<file path="config.mk">
export PLATFORM = sky130hd
export DESIGN_NAME = iep_top
export DESIGN_NICKNAME = d
export VERILOG_FILES = /design/src/iep_arbiter.v /design/src/iep_top.v
export VERILOG_INCLUDE_DIRS = /design/src /design/src/src
export SDC_FILE = /design/constraint.sdc
export NUM_CORES = 1
export LEC_CHECK = 0
export BUFFER_PORTS_ARGS = -buffer_cell sky130_fd_sc_hd__buf_2
export CORE_MARGIN = 5
export CORE_UTILIZATION = 34
export DETAILED_ROUTE_END_ITERATION = 8
export GPL_ROUTABILITY_DRIVEN = 0
export PLACE_DENSITY_LB_ADDON = 0.2
export SLEW_MARGIN = 10
export SYNTH_ARGS = -nofsm -noshare
export SYNTH_HDL_FRONTEND = slang
export SYNTH_SLANG_ARGS = --single-unit
</file>
<file path="constraint.sdc">
create_clock -name clk -period 21.5 [get_ports clk]
set_input_delay 1.075 -clock clk [delete_from_list [all_inputs] [get_ports clk]]
set_output_delay 1.075 -clock clk [all_outputs]
set_load 0.05 [all_outputs]
</file>
<file path="src/iep_regs.vh">
// Constants for the interrupt enable and level block: offsets, fields, resets.
// Assumes a 32-bit Avalon-MM slave with byte addresses, one register per word.
//
// How it works
// - Bit 7 of the main enable register lets interrupts through when 1 and blocks all when 0.
// - Main enable bits 6, 5 and 4 enable the second serial port, watchdog and first serial port.
// - Main enable bits 3, 2, 1 and 0 enable timer 1, external 1, timer 0 and external 0.
// - Bit 7 of the second enable register enables the shared group of external lines 8 to 15.
// - Bit 6 of the second enable register enables the shared group of external lines 2 to 7.
// - Second enable bits 5, 4, 2, 1 and 0 enable converter, timer 5, timer 4, timer 3 and SPI.
// - A 2-bit level field codes level 0 (lowest) to level 3 (highest) as its binary value.
// - Level bank A holds timer 1, external 1, timer 0 and external 0 from top pair to bottom.
// - Level bank B holds serial 2, low voltage, watchdog and serial 1 from top pair to bottom.
// - Level bank C holds modulator, timer 4, timer 3 and SPI from top pair to bottom.
// - Level bank D holds line group 8-15, line group 2-7, converter and timer 5.
// - A request is offered only when its flag, its enable and the global enable are all set.
// - A running handler is preempted only by a strictly higher level; level 3 is never preempted.
// - Equal levels arriving together are served in fixed polling order, external 0 first.
// - Only the return from handler clears the in-service level; a plain return leaves it set.
`ifndef IEP_REGS_VH
`define IEP_REGS_VH

`define IEP_OFS_MAIN_EN      8'h00
`define IEP_OFS_SECOND_EN    8'h04
`define IEP_OFS_LEVEL_A      8'h08
`define IEP_OFS_LEVEL_B      8'h0c
`define IEP_OFS_LEVEL_C      8'h10
`define IEP_OFS_LEVEL_D      8'h14
`define IEP_OFS_STATUS       8'h18

`define IEP_RST_REG          8'h00
`define IEP_SECOND_EN_WMASK  8'hf7

`define IEP_BIT_GLOBAL_EN    7
`define IEP_BIT_SERIAL2_EN   6
`define IEP_BIT_WATCHDOG_EN  5
`define IEP_BIT_SERIAL1_EN   4
`define IEP_BIT_TIMER1_EN    3
`define IEP_BIT_EXT1_EN      2
`define IEP_BIT_TIMER0_EN    1
`define IEP_BIT_EXT0_EN      0
`define IEP_BIT_GRP_HI_EN    7
`define IEP_BIT_GRP_LO_EN    6
`define IEP_BIT_CONV_EN      5
`define IEP_BIT_TIMER5_EN    4
`define IEP_BIT_TIMER4_EN    2
`define IEP_BIT_TIMER3_EN    1
`define IEP_BIT_SPI_EN       0

`define IEP_NUM_SRC          16
`define IEP_TOP_LEVEL        2'h3

`endif

</file>
<file path="src/iep_arbiter.v">
// Picks the winning request: highest level, then lowest polling index.
// Assumes requests already gated by their enables; purely combinational.
`include "iep_regs.vh"

module iep_arbiter #(
    parameter NUM_SRC = `IEP_NUM_SRC
) (
    req,
    levels,
    win_any,
    win_index,
    win_level
);
    input  wire [NUM_SRC-1:0]   req;
    input  wire [2*NUM_SRC-1:0] levels;
    output reg                  win_any;
    output reg  [3:0]           win_index;
    output reg  [1:0]           win_level;

    integer i;

    // Descending scan with >= lets the lower index win a tie
    always @* begin
        win_any   = 1'b0;
        win_index = 4'h0;
        win_level = 2'h0;
        for (i = NUM_SRC - 1; i >= 0; i = i - 1) begin
            if (req[i] && (!win_any || levels[2*i +: 2] >= win_level)) begin
                win_any   = 1'b1;
                win_index = i[3:0];
                win_level = levels[2*i +: 2];
            end
        end
    end
endmodule // iep_arbiter

</file>
<file path="src/iep_top.v">
// Interrupt enable, level registers, arbitration and in-service tracking.
// Assumes request flags come from logic on clk; the core pulses arb_point
// at instruction boundaries, irq_take on vector fetch, return_from_handler on return.
//
// Chosen here: register access over Avalon-MM and the address map.
`include "iep_regs.vh"

module iep_top #(
    parameter NUM_SRC = `IEP_NUM_SRC
) (
    clk,
    arst_n,
    avs_address,
    avs_read,
    avs_write,
    avs_writedata,
    avs_byteenable,
    avs_readdata,
    avs_waitrequest,
    req_flags,
    lvd_irq_enable,
    pwm_irq_enable,
    arb_point,
    irq_take,
    return_from_handler,
    irq_pending,
    irq_index,
    irq_level,
    in_service
);
    input  wire                clk;
    input  wire                arst_n;
    input  wire [7:0]          avs_address;
    input  wire                avs_read;
    input  wire                avs_write;
    input  wire [31:0]         avs_writedata;
    input  wire [3:0]          avs_byteenable;
    output wire [31:0]         avs_readdata;
    output wire                avs_waitrequest;
    input  wire [NUM_SRC-1:0]  req_flags;
    input  wire                lvd_irq_enable;
    input  wire                pwm_irq_enable;
    input  wire                arb_point;
    input  wire                irq_take;
    input  wire                return_from_handler;
    output wire                irq_pending;
    output wire [3:0]          irq_index;
    output wire [1:0]          irq_level;
    output wire [3:0]          in_service;

    ////////////////////////////////////////////////////////////////////////////
    // Registers
    reg  [7:0]         main_irq_enable_ff;
    reg  [7:0]         second_irq_enable_ff;
    reg  [7:0]         irq_level_bank_a_ff;
    reg  [7:0]         irq_level_bank_b_ff;
    reg  [7:0]         irq_level_bank_c_ff;
    reg  [7:0]         irq_level_bank_d_ff;
    reg                ack_ff;
    reg  [31:0]        rdata_ff;
    reg                pending_ff;
    reg  [3:0]         index_ff;
    reg  [1:0]         level_ff;
    reg  [3:0]         in_service_ff;

    reg  [31:0]        nxt_rdata;
    reg  [3:0]         nxt_in_service;

    wire               bus_req;
    wire               wr_ok;
    wire [NUM_SRC-1:0] src_enable;
    wire [NUM_SRC-1:0] gated_req;
    wire [2*NUM_SRC-1:0] levels;
    wire               win_any;
    wire [3:0]         win_index;
    wire [1:0]         win_level;
    wire               busy;
    wire [1:0]         busy_level;
    wire               may_preempt;

    ////////////////////////////////////////////////////////////////////////////
    // Functions

    function [1:0] top_level;
        input [3:0] bits;
        begin
            if (bits[3]) begin
                top_level = 2'h3;
            end else if (bits[2]) begin
                top_level = 2'h2;
            end else if (bits[1]) begin
                top_level = 2'h1;
            end else begin
                top_level = 2'h0;
            end
        end
    endfunction

    function [3:0] level_bit;
        input [1:0] lvl;
        begin
            level_bit = 4'h1 << lvl;
        end
    endfunction

    ////////////////////////////////////////////////////////////////////////////
    // Avalon-MM slave, one wait state per access

    assign bus_req         = avs_read | avs_write;
    assign avs_waitrequest = bus_req & ~ack_ff;
    assign avs_readdata    = rdata_ff;
    assign wr_ok           = avs_write & ack_ff & avs_byteenable[0];

    always @* begin
        nxt_rdata = 32'h0000_0000;
        if (avs_address == `IEP_OFS_MAIN_EN) begin
            nxt_rdata[7:0] = main_irq_enable_ff;
        end else if (avs_address == `IEP_OFS_SECOND_EN) begin
            nxt_rdata[7:0] = second_irq_enable_ff;
        end else if (avs_address == `IEP_OFS_LEVEL_A) begin
            nxt_rdata[7:0] = irq_level_bank_a_ff;
        end else if (avs_address == `IEP_OFS_LEVEL_B) begin
            nxt_rdata[7:0] = irq_level_bank_b_ff;
        end else if (avs_address == `IEP_OFS_LEVEL_C) begin
            nxt_rdata[7:0] = irq_level_bank_c_ff;
        end else if (avs_address == `IEP_OFS_LEVEL_D) begin
            nxt_rdata[7:0] = irq_level_bank_d_ff;
        end else if (avs_address == `IEP_OFS_STATUS) begin
            nxt_rdata[11:0] = {in_service_ff, level_ff, index_ff, 1'b0, pending_ff};
        end
    end

    always @(posedge clk or negedge arst_n) begin
        if (!arst_n) begin
            ack_ff   <= 1'b0;
            rdata_ff <= 32'h0000_0000;
        end else begin
            ack_ff <= bus_req & ~ack_ff;
            if (avs_read & ~ack_ff) begin
                rdata_ff <= nxt_rdata;
            end
        end
    end

    always @(posedge clk or negedge arst_n) begin
        if (!arst_n) begin
            main_irq_enable_ff   <= `IEP_RST_REG;
            second_irq_enable_ff <= `IEP_RST_REG;
            irq_level_bank_a_ff  <= `IEP_RST_REG;
            irq_level_bank_b_ff  <= `IEP_RST_REG;
            irq_level_bank_c_ff  <= `IEP_RST_REG;
            irq_level_bank_d_ff  <= `IEP_RST_REG;
        end else if (wr_ok) begin
            if (avs_address == `IEP_OFS_MAIN_EN) begin
                main_irq_enable_ff <= avs_writedata[7:0];
            end else if (avs_address == `IEP_OFS_SECOND_EN) begin
                // Reserved bit stays zero
                second_irq_enable_ff <= avs_writedata[7:0] & `IEP_SECOND_EN_WMASK;
            end else if (avs_address == `IEP_OFS_LEVEL_A) begin
                irq_level_bank_a_ff <= avs_writedata[7:0];
            end else if (avs_address == `IEP_OFS_LEVEL_B) begin
                irq_level_bank_b_ff <= avs_writedata[7:0];
            end else if (avs_address == `IEP_OFS_LEVEL_C) begin
                irq_level_bank_c_ff <= avs_writedata[7:0];
            end else if (avs_address == `IEP_OFS_LEVEL_D) begin
                irq_level_bank_d_ff <= avs_writedata[7:0];
            end
        end
    end

    ////////////////////////////////////////////////////////////////////////////
    // Source enables and levels in polling order

    assign src_enable[0]  = main_irq_enable_ff[`IEP_BIT_EXT0_EN];
    assign src_enable[1]  = main_irq_enable_ff[`IEP_BIT_TIMER0_EN];
    assign src_enable[2]  = main_irq_enable_ff[`IEP_BIT_EXT1_EN];
    assign src_enable[3]  = main_irq_enable_ff[`IEP_BIT_TIMER1_EN];
    assign src_enable[4]  = main_irq_enable_ff[`IEP_BIT_SERIAL1_EN];
    assign src_enable[5]  = main_irq_enable_ff[`IEP_BIT_WATCHDOG_EN];
    // Low-voltage and modulator enables live in their own peripherals
    assign src_enable[6]  = lvd_irq_enable;
    assign src_enable[7]  = main_irq_enable_ff[`IEP_BIT_SERIAL2_EN];
    assign src_enable[8]  = second_irq_enable_ff[`IEP_BIT_SPI_EN];
    assign src_enable[9]  = second_irq_enable_ff[`IEP_BIT_TIMER3_EN];
    assign src_enable[10] = second_irq_enable_ff[`IEP_BIT_TIMER4_EN];
    assign src_enable[11] = pwm_irq_enable;
    assign src_enable[12] = second_irq_enable_ff[`IEP_BIT_TIMER5_EN];
    assign src_enable[13] = second_irq_enable_ff[`IEP_BIT_CONV_EN];
    assign src_enable[14] = second_irq_enable_ff[`IEP_BIT_GRP_LO_EN];
    assign src_enable[15] = second_irq_enable_ff[`IEP_BIT_GRP_HI_EN];

    // Global gate over every flag and enable pair
    assign gated_req = req_flags & src_enable
                     & {NUM_SRC{main_irq_enable_ff[`IEP_BIT_GLOBAL_EN]}};

    // Bank order matches polling order two bits per source
    assign levels = {irq_level_bank_d_ff, irq_level_bank_c_ff,
                     irq_level_bank_b_ff, irq_level_bank_a_ff};

    iep_arbiter #(
        .NUM_SRC   (NUM_SRC)
    ) u_arbiter (
        .req       (gated_req),
        .levels    (levels),
        .win_any   (win_any),
        .win_index (win_index),
        .win_level (win_level)
    );

    ////////////////////////////////////////////////////////////////////////////
    // Arbitration and in-service levels

    assign busy        = |in_service_ff;
    assign busy_level  = top_level(in_service_ff);
    assign may_preempt = !busy || (busy_level != `IEP_TOP_LEVEL && win_level > busy_level);

    // Offer is sampled only at arbitration points so a register write
    // never retargets a vector the core is already fetching
    always @(posedge clk or negedge arst_n) begin
        if (!arst_n) begin
            pending_ff <= 1'b0;
            index_ff   <= 4'h0;
            level_ff   <= 2'h0;
        end else if (irq_take) begin
            pending_ff <= 1'b0;
        end else if (arb_point) begin
            pending_ff <= win_any & may_preempt;
            index_ff   <= win_index;
            level_ff   <= win_level;
        end
    end

    // Return clears the top level first, then a same-cycle take sets its own
    always @* begin
        nxt_in_service = in_service_ff;
        if (return_from_handler && busy) begin
            nxt_in_service = in_service_ff & ~level_bit(busy_level);
        end
        if (irq_take && pending_ff) begin
            nxt_in_service = nxt_in_service | level_bit(level_ff);
        end
    end

    always @(posedge clk or negedge arst_n) begin
        if (!arst_n) begin
            in_service_ff <= 4'h0;
        end else begin
            in_service_ff <= nxt_in_service;
        end
    end

    assign irq_pending = pending_ff;
    assign irq_index   = index_ff;
    assign irq_level   = level_ff;
    assign in_service  = in_service_ff;
endmodule // iep_top

</file>
==> impl_metrics.env, run 1 <==
export IMPL_crit_top_cell="ha_1"
export IMPL_grt_total_usage_pct=18.2
export IMPL_synth_cell_types=64
export IMPL_power_density_nw_per_um2=57.8
export IMPL_htreeDepth=3
export IMPL_post_cts_resized=0
export IMPL_slew_violations=0
export IMPL_synth_edf_count=0
export IMPL_min_delay_start="avs_readdata[8]$_DFFE_PN0P_"
export IMPL_clock_root_buffer="clkbuf_16"
export IMPL_crit_start="req_flags[15]"
export IMPL_reg2reg_depth=94
export IMPL_hold_path_cell_count=2
export IMPL_hold_buffers=0
export IMPL_crit_path_max_fanout=7
export IMPL_clk_latency_ns=0.33
export IMPL_synth_top_area_cell="dfrtp_1"
export IMPL_cts_buffers=9
export IMPL_relSlewSlack_pct=22.0
export IMPL_ys_warn_count=0
export IMPL_clkTransAtPathRegs_ns=0.06
export IMPL_num_fill_cells=1471
export IMPL_intPower_uw=240
export IMPL_fmax_ghz=0.0498
export IMPL_wl_per_cell_um=19.0
export IMPL_p_total_uw=332
export IMPL_drive_above_1_share_pct=23.3
export IMPL_worst_path_largest_cell_delay_ns=0.38
export IMPL_fin_nets=713
export IMPL_start_kind="primary input"
export IMPL_grt_max_degree=72
export IMPL_p_sw_uw=92.6
export IMPL_p_comb_share_pct=12.6
export IMPL_synth_cells=557
export IMPL_layout_setup_ws_ns=1.41
export IMPL_ir_drop_v=0.0000378
export IMPL_drc=0
export IMPL_avgViaCountPerCell=5.53
export IMPL_pwr_share_clk_pct=44.7
export IMPL_placementRows=44
export IMPL_cp_arrival_ns=20.34
export IMPL_ant_nets=0
export IMPL_initial_core_util_pct=34.4
export IMPL_swShare_pct=27.9
export IMPL_fin_crit_sh_pct=93.5
export IMPL_seqPwrFrac_pct=42.7
export IMPL_required_ns=21.75
export IMPL_clockBufferDepth=2
export IMPL_antennaDiodeCount=0
export IMPL_tightest_slew_ns=1.17
export IMPL_synth_top_area_share_pct=35.8
export IMPL_yosysSeqAreaShare_pct=35.8
export IMPL_grt_pass1_wl_mm=23.9
export IMPL_cts_tree="yes"
export IMPL_setup_viol=0
export IMPL_die_w_um=131
export IMPL_synth_area_leaders="dfrtp_1, mux2_2, ha_1"
export IMPL_outcome="completed"
export IMPL_period_needed_ns=20.09
export IMPL_cp_end_kind="flop"
export IMPL_drt_initial_drc_count=284
export IMPL_avgSynthCellArea_um2=8.91
export IMPL_finalHoldViolations=0
export IMPL_hpwl_mm=12.0
export IMPL_core_area_um2=14400
export IMPL_cts_setup_buffers=0
export IMPL_syn_to_final_growth_pct=15.9
export IMPL_place_ws_ns=0.796
export IMPL_antenna_found_initial=1
export IMPL_wirelength_mm=15.4
export IMPL_crit_slowest_cell="maj3_1"
export IMPL_dieArea_um2=17100
export IMPL_hold_path_class="flop to flop"
export IMPL_cts_sinks=71
export IMPL_ioPinCount=113
export IMPL_synth_main_ff_cell="dfrtp_1"
export IMPL_die_y_um=131
export IMPL_vias=4479
export IMPL_reg2reg_from="main_irq_enable_ff[7]$_DFFE_PN0P_"
export IMPL_fin_tns_setup_ns=0
export IMPL_io_buffers=65
export IMPL_p_leak_nw=2.77
export IMPL_synthArstFlopShare_pct=100
export IMPL_overflow=0
export IMPL_first_global_vias=4300
export IMPL_mappedNetlistArea_um2=4960
export IMPL_synth_seq_cells=71
export IMPL_cap_violations=0
export IMPL_drtPass1Iterations=5
export IMPL_clock_skew_ns=0.00710
export IMPL_critical_path_class="primary input to flop"
export IMPL_whs_ns=0.466
-- registers in the layout, summed over array words and instances, names as in the netlist, 7 cells and up --
signal	cells
second_irq_enable_ff	7
avs_readdata	12
irq_level_bank_c_ff	8
main_irq_enable_ff	8
irq_level_bank_b_ff	8
irq_level_bank_d_ff	8
irq_level_bank_a_ff	8
-- logic make-up after synthesis --
kind of cell,Yosys count,share of synthesized area (%)
fa+ha+maj,25,6.22
buf+inv,66,6.65
mux,46,10.3
simple gates,190,18.2
compound gates,158,22.8
flops,71,35.8
other cells,1,0.0755
-- stage by stage --
step,std cells,util (%),cell area [um2]
floorplan,576,-,5040
global placement,794,37.6,5420
detailed placement,794,37.6,5420
CTS,810,39.6,5720
global route,810,39.9,5750
finish,810,39.9,5750
-- worst max-delay path: cells and delay by family --
family | cells | cell delay (ns)
buffers and inverters | 3 | 0.44
muxes | 4 | 1.20
adders and majority gates | 18 | 4.89
and+or+nand+nor | 31 | 4.60
AOI/OAI and AO/OA | 38 | 8.16
-- synthesized netlist by cell type, drive strengths merged (5+ instances only) --
master,instances
dfrtp,71
nand2,65
o21ai,38
mux2,37
nor2,33
inv,29
nand3,28
ha,23
buf,22
a21oi,20
nand2b,16
clkbuf,15
a31oi,13
nor3,12
a21o,11
a22oi,10
and3,10
o31ai,10
mux2i,9
a211oi,8
a221oi,8
nor2b,6
o211a,5
-- power groups by stage --
stage	registers, mW	logic (mW)	clock network (mW)
2_1_floorplan	0.152	0.0218	0
3_3_place_gp	0.144	0.0416	0
3_5_place_dp	0.144	0.0420	0
4_1_cts	0.142	0.0421	0.150
5_1_grt	0.143	0.0455	0.156
6_report	0.142	0.0419	0.148
-- final cells by class --
cell class / instances / area (um2) / share of cell area [%]
inverter: 29 / 109 / 1.89
tap: 184 / 230 / 4.00
multi-input combinational: 439 / 2960 / 51.5
clock buffer: 10 / 239 / 4.15
timing repair buffer: 71 / 373 / 6.48
clock inverter: 6 / 60.1 / 1.04
sequential: 71 / 1780 / 30.9
-- cell usage in the layout, fill, tap and decap left out, types with 9 or more instances in the layout --
| cell | instances |
|---|---|
| nand2b_1 | 16 |
| a22oi_1 | 10 |
| nand2_1 | 65 |
| nor2_1 | 32 |
| a21o_1 | 11 |
| ha_1 | 23 |
| o31ai_1 | 9 |
| a31oi_1 | 12 |
| conb_1 | 20 |
| and3_1 | 10 |
| mux2_2 | 36 |
| a21oi_1 | 19 |
| dfrtp_1 | 71 |
| mux2i_1 | 9 |
| buf_2 | 64 |
| nand3_1 | 28 |
| nor3_1 | 11 |
| o21ai_0 | 33 |
| clkbuf_16 | 9 |
| inv_1 | 29 |
-- path summary, 6_finish.rpt --
check	end	slack, ns
worst max register to register	irq_pending$_DFFE_PN0P_	1.49
max in group asynchronous	irq_level_bank_c_ff[2]$_DFFE_PN0P_	20.05
worst max-delay path	irq_pending$_DFFE_PN0P_	1.41
min in group asynchronous	ack_ff$_DFF_PN0_	0.88
worst min register to register	avs_readdata[8]$_DFFE_PN0P_	0.47
worst min-delay path	avs_readdata[8]$_DFFE_PN0P_	0.47
-- per-layer routing --
metal	GRT usage (%)	vias to the layer above	wire length, um	part of all wire [%]
met2	29.2	155	7090	46
met5	0	-	13	0.084
met3	3.70	26	1070	6.9
met1	24.2	2156	6760	44
met4	7.20	2	485	3.1
li1	-	2140	-	-
(Power assumes the default switching activity.)
==> inputs of run 2 (changes only) <==
--- a/config.mk
+++ b/config.mk
@@ -7,12 +7,13 @@
 export NUM_CORES = 1
 export LEC_CHECK = 0
 export BUFFER_PORTS_ARGS = -buffer_cell sky130_fd_sc_hd__buf_2
+export CORE_ASPECT_RATIO = 0.8
 export CORE_MARGIN = 5
 export CORE_UTILIZATION = 34
 export DETAILED_ROUTE_END_ITERATION = 8
 export GPL_ROUTABILITY_DRIVEN = 0
 export PLACE_DENSITY_LB_ADDON = 0.2
-export SLEW_MARGIN = 10
+export SLEW_MARGIN = 20
 export SYNTH_ARGS = -nofsm -noshare
 export SYNTH_HDL_FRONTEND = slang
 export SYNTH_SLANG_ARGS = --single-unit
==> run 2 against run 1 <==
Effect of this change: utilization rose by 0.40 points; routed wire length increased by 1.4%; global-route usage shrank 0.17 points; register-to-register slack improved by 0.19 ns; hold slack worse by 0.0051 ns; cell count rose by 0.37%; clock-buffer cell count rose by 1; critical endpoint unchanged; sequential share of layout area barely moved.
==> impl_metrics.env, run 2 (synthesis results as in run 1) <==
export IMPL_outcome="completed"
export IMPL_fmax_ghz=0.0496
export IMPL_whs_ns=0.460
export IMPL_hpwl_mm=12.3
export IMPL_core_area_um2=14300
export IMPL_vias=4543
export IMPL_avgViaCountPerCell=5.59
export IMPL_p_sw_uw=92.8
export IMPL_crit_slowest_cell="a211oi_1"
export IMPL_first_global_vias=4415
export IMPL_p_comb_share_pct=13.3
export IMPL_fin_nets=716
export IMPL_dieArea_um2=17100
export IMPL_die_w_um=145
export IMPL_drc=0
export IMPL_finalHoldViolations=0
export IMPL_slew_violations=0
export IMPL_cp_end_kind="flop"
export IMPL_power_density_nw_per_um2=55.8
export IMPL_initial_core_util_pct=34.7
export IMPL_final_cell_mix="dfrtp_1, nand2_1, buf_2, mux2_2, o21ai_0"
export IMPL_period_needed_ns=20.14
export IMPL_pwr_share_clk_pct=42.6
export IMPL_clockBufferDepth=2
export IMPL_drtPass1Iterations=5
export IMPL_grt_max_degree=72
export IMPL_ioPinCount=113
export IMPL_clock_root_buffer="clkbuf_16"
export IMPL_grt_total_usage_pct=18.1
export IMPL_setup_viol=0
export IMPL_intPower_uw=229
export IMPL_antennaDiodeCount=0
export IMPL_crit_path_max_fanout=7
export IMPL_syn_to_final_growth_pct=16.0
export IMPL_cts_buffers=9
export IMPL_wl_per_cell_um=19.2
export IMPL_stdcell_area_um2=5760
export IMPL_cts_sinks=71
export IMPL_wirelength_mm=15.6
export IMPL_swShare_pct=28.9
export IMPL_p_leak_nw=2.77
export IMPL_layout_commonest_cell="dfrtp_1"
export IMPL_num_fill_cells=1455
export IMPL_htreeDepth=3
export IMPL_fin_tns_setup_ns=0
export IMPL_antenna_found_initial=2
export IMPL_largest_reg_flops=12
export IMPL_ant_nets=0
export IMPL_clk_latency_ns=0.34
export IMPL_cap_violations=0
export IMPL_ir_drop_v=0.0000512
export IMPL_die_y_um=118
export IMPL_fin_crit_sh_pct=93.7
export IMPL_hold_buffers=0
export IMPL_clkTransAtPathRegs_ns=0.06
export IMPL_drt_initial_drc_count=373
export IMPL_critical_path_class="primary input to flop"
export IMPL_cts_tree="yes"
export IMPL_grt_pass1_wl_mm=24.6
export IMPL_crit_top_cell="ha_1"
export IMPL_clock_skew_ns=0.00912
export IMPL_drive_above_1_share_pct=23.8
export IMPL_cp_arrival_ns=20.40
export IMPL_seqPwrFrac_pct=44.1
export IMPL_place_area_um2=5440
export IMPL_required_ns=21.76
export IMPL_overflow=0
export IMPL_hold_path_class="flop to flop"
export IMPL_relSlewSlack_pct=20.5
export IMPL_tightest_slew_ns=1.19
export IMPL_start_kind="primary input"
export IMPL_worst_path_largest_cell_delay_ns=0.38
export IMPL_cp_num_buf_inv=2
export IMPL_placementRows=39
export IMPL_io_buffers=65
export IMPL_path_delay_family="compound AO/OA/AOI/OAI gates"
## run 2: worst paths after layout
check | start | to | slack (ns) | depth (start not counted)
setup / recovery | req_flags[15] | irq_pending$_DFFE_PN0P_ | 1.36 | 95
hold / removal | avs_readdata[9]$_DFFE_PN0P_ | avs_readdata[9]$_DFFE_PN0P_ | 0.46 | 2
setup reg to reg | second_irq_enable_ff[7]$_DFFE_PN0P_ | irq_pending$_DFFE_PN0P_ | 1.68 | 94
hold reg to reg | avs_readdata[9]$_DFFE_PN0P_ | avs_readdata[9]$_DFFE_PN0P_ | 0.46 | 2
max in group asynchronous | arst_n | irq_index[1]$_DFFE_PN0P_ | 19.95 | 2
min in group asynchronous | arst_n | avs_readdata[5]$_DFFE_PN0P_ | 0.96 | 2
## run 2: worst reg2reg max path, delay by kind of cell, from the launching register on
| family | cells | cell delay, ns |
|---|---|---|
| fa+ha+maj | 18 | 4.92 |
| buf+inv | 1 | 0.21 |
| mux | 3 | 0.98 |
| flops | 1 | 0.50 |
| simple gates | 34 | 5.19 |
| compound gates | 38 | 7.93 |
## run 2: metrics by stage
| stage | utilization [%] | setup WS (ns) | power [mW] | std cells |
|---|---|---|---|---|
| after global placement | 38.0 | 0.956 | 0.186 | 797 |
| after detailed placement | 38.0 | 0.481 | 0.187 | 797 |
| after global routing | 40.3 | -0.0322 | 0.334 | 813 |
| final | 40.3 | 1.36 | 0.321 | 813 |
| after floorplan | - | 2.55 | 0.173 | 576 |
| after CTS | 40.0 | 0.727 | 0.325 | 813 |
## run 2: layout make-up
class                           count  area [um2]  share of cell area (%)
Clock buffer                       11         243                    4.21
Sequential cell                    71        1780                    30.8
Clock inverter                      5        33.8                   0.587
Multi-Input combinational cell    439        2970                    51.6
Timing Repair Buffer               74         393                    6.82
Tap cell                          184         230                    4.00
Inverter                           29         109                    1.89
## run 2: repair_timing
item                                    in CTS  in global routing
endpoints found under the setup margin       0                  6
setup buffers                                0                  0
gates resized for setup                      0                  9
## run 2: power by group through the flow
stage                     clock [mW]  sequential (mW)  combinational (mW)
after detailed placement           0            0.144              0.0426
after floorplan                    0            0.152              0.0218
after global routing           0.146            0.142              0.0460
after global placement             0            0.144              0.0423
final                          0.137            0.142              0.0427
after CTS                      0.141            0.142              0.0428
## run 2: routing by layer
layer	track usage (%)	vias to the layer above	wire length (um)
met5	0	-	21
met4	3.15	4	142
met3	4.89	15	1090
met2	26.3	140	6740
met1	27.1	2227	7640
li1	-	2157	-
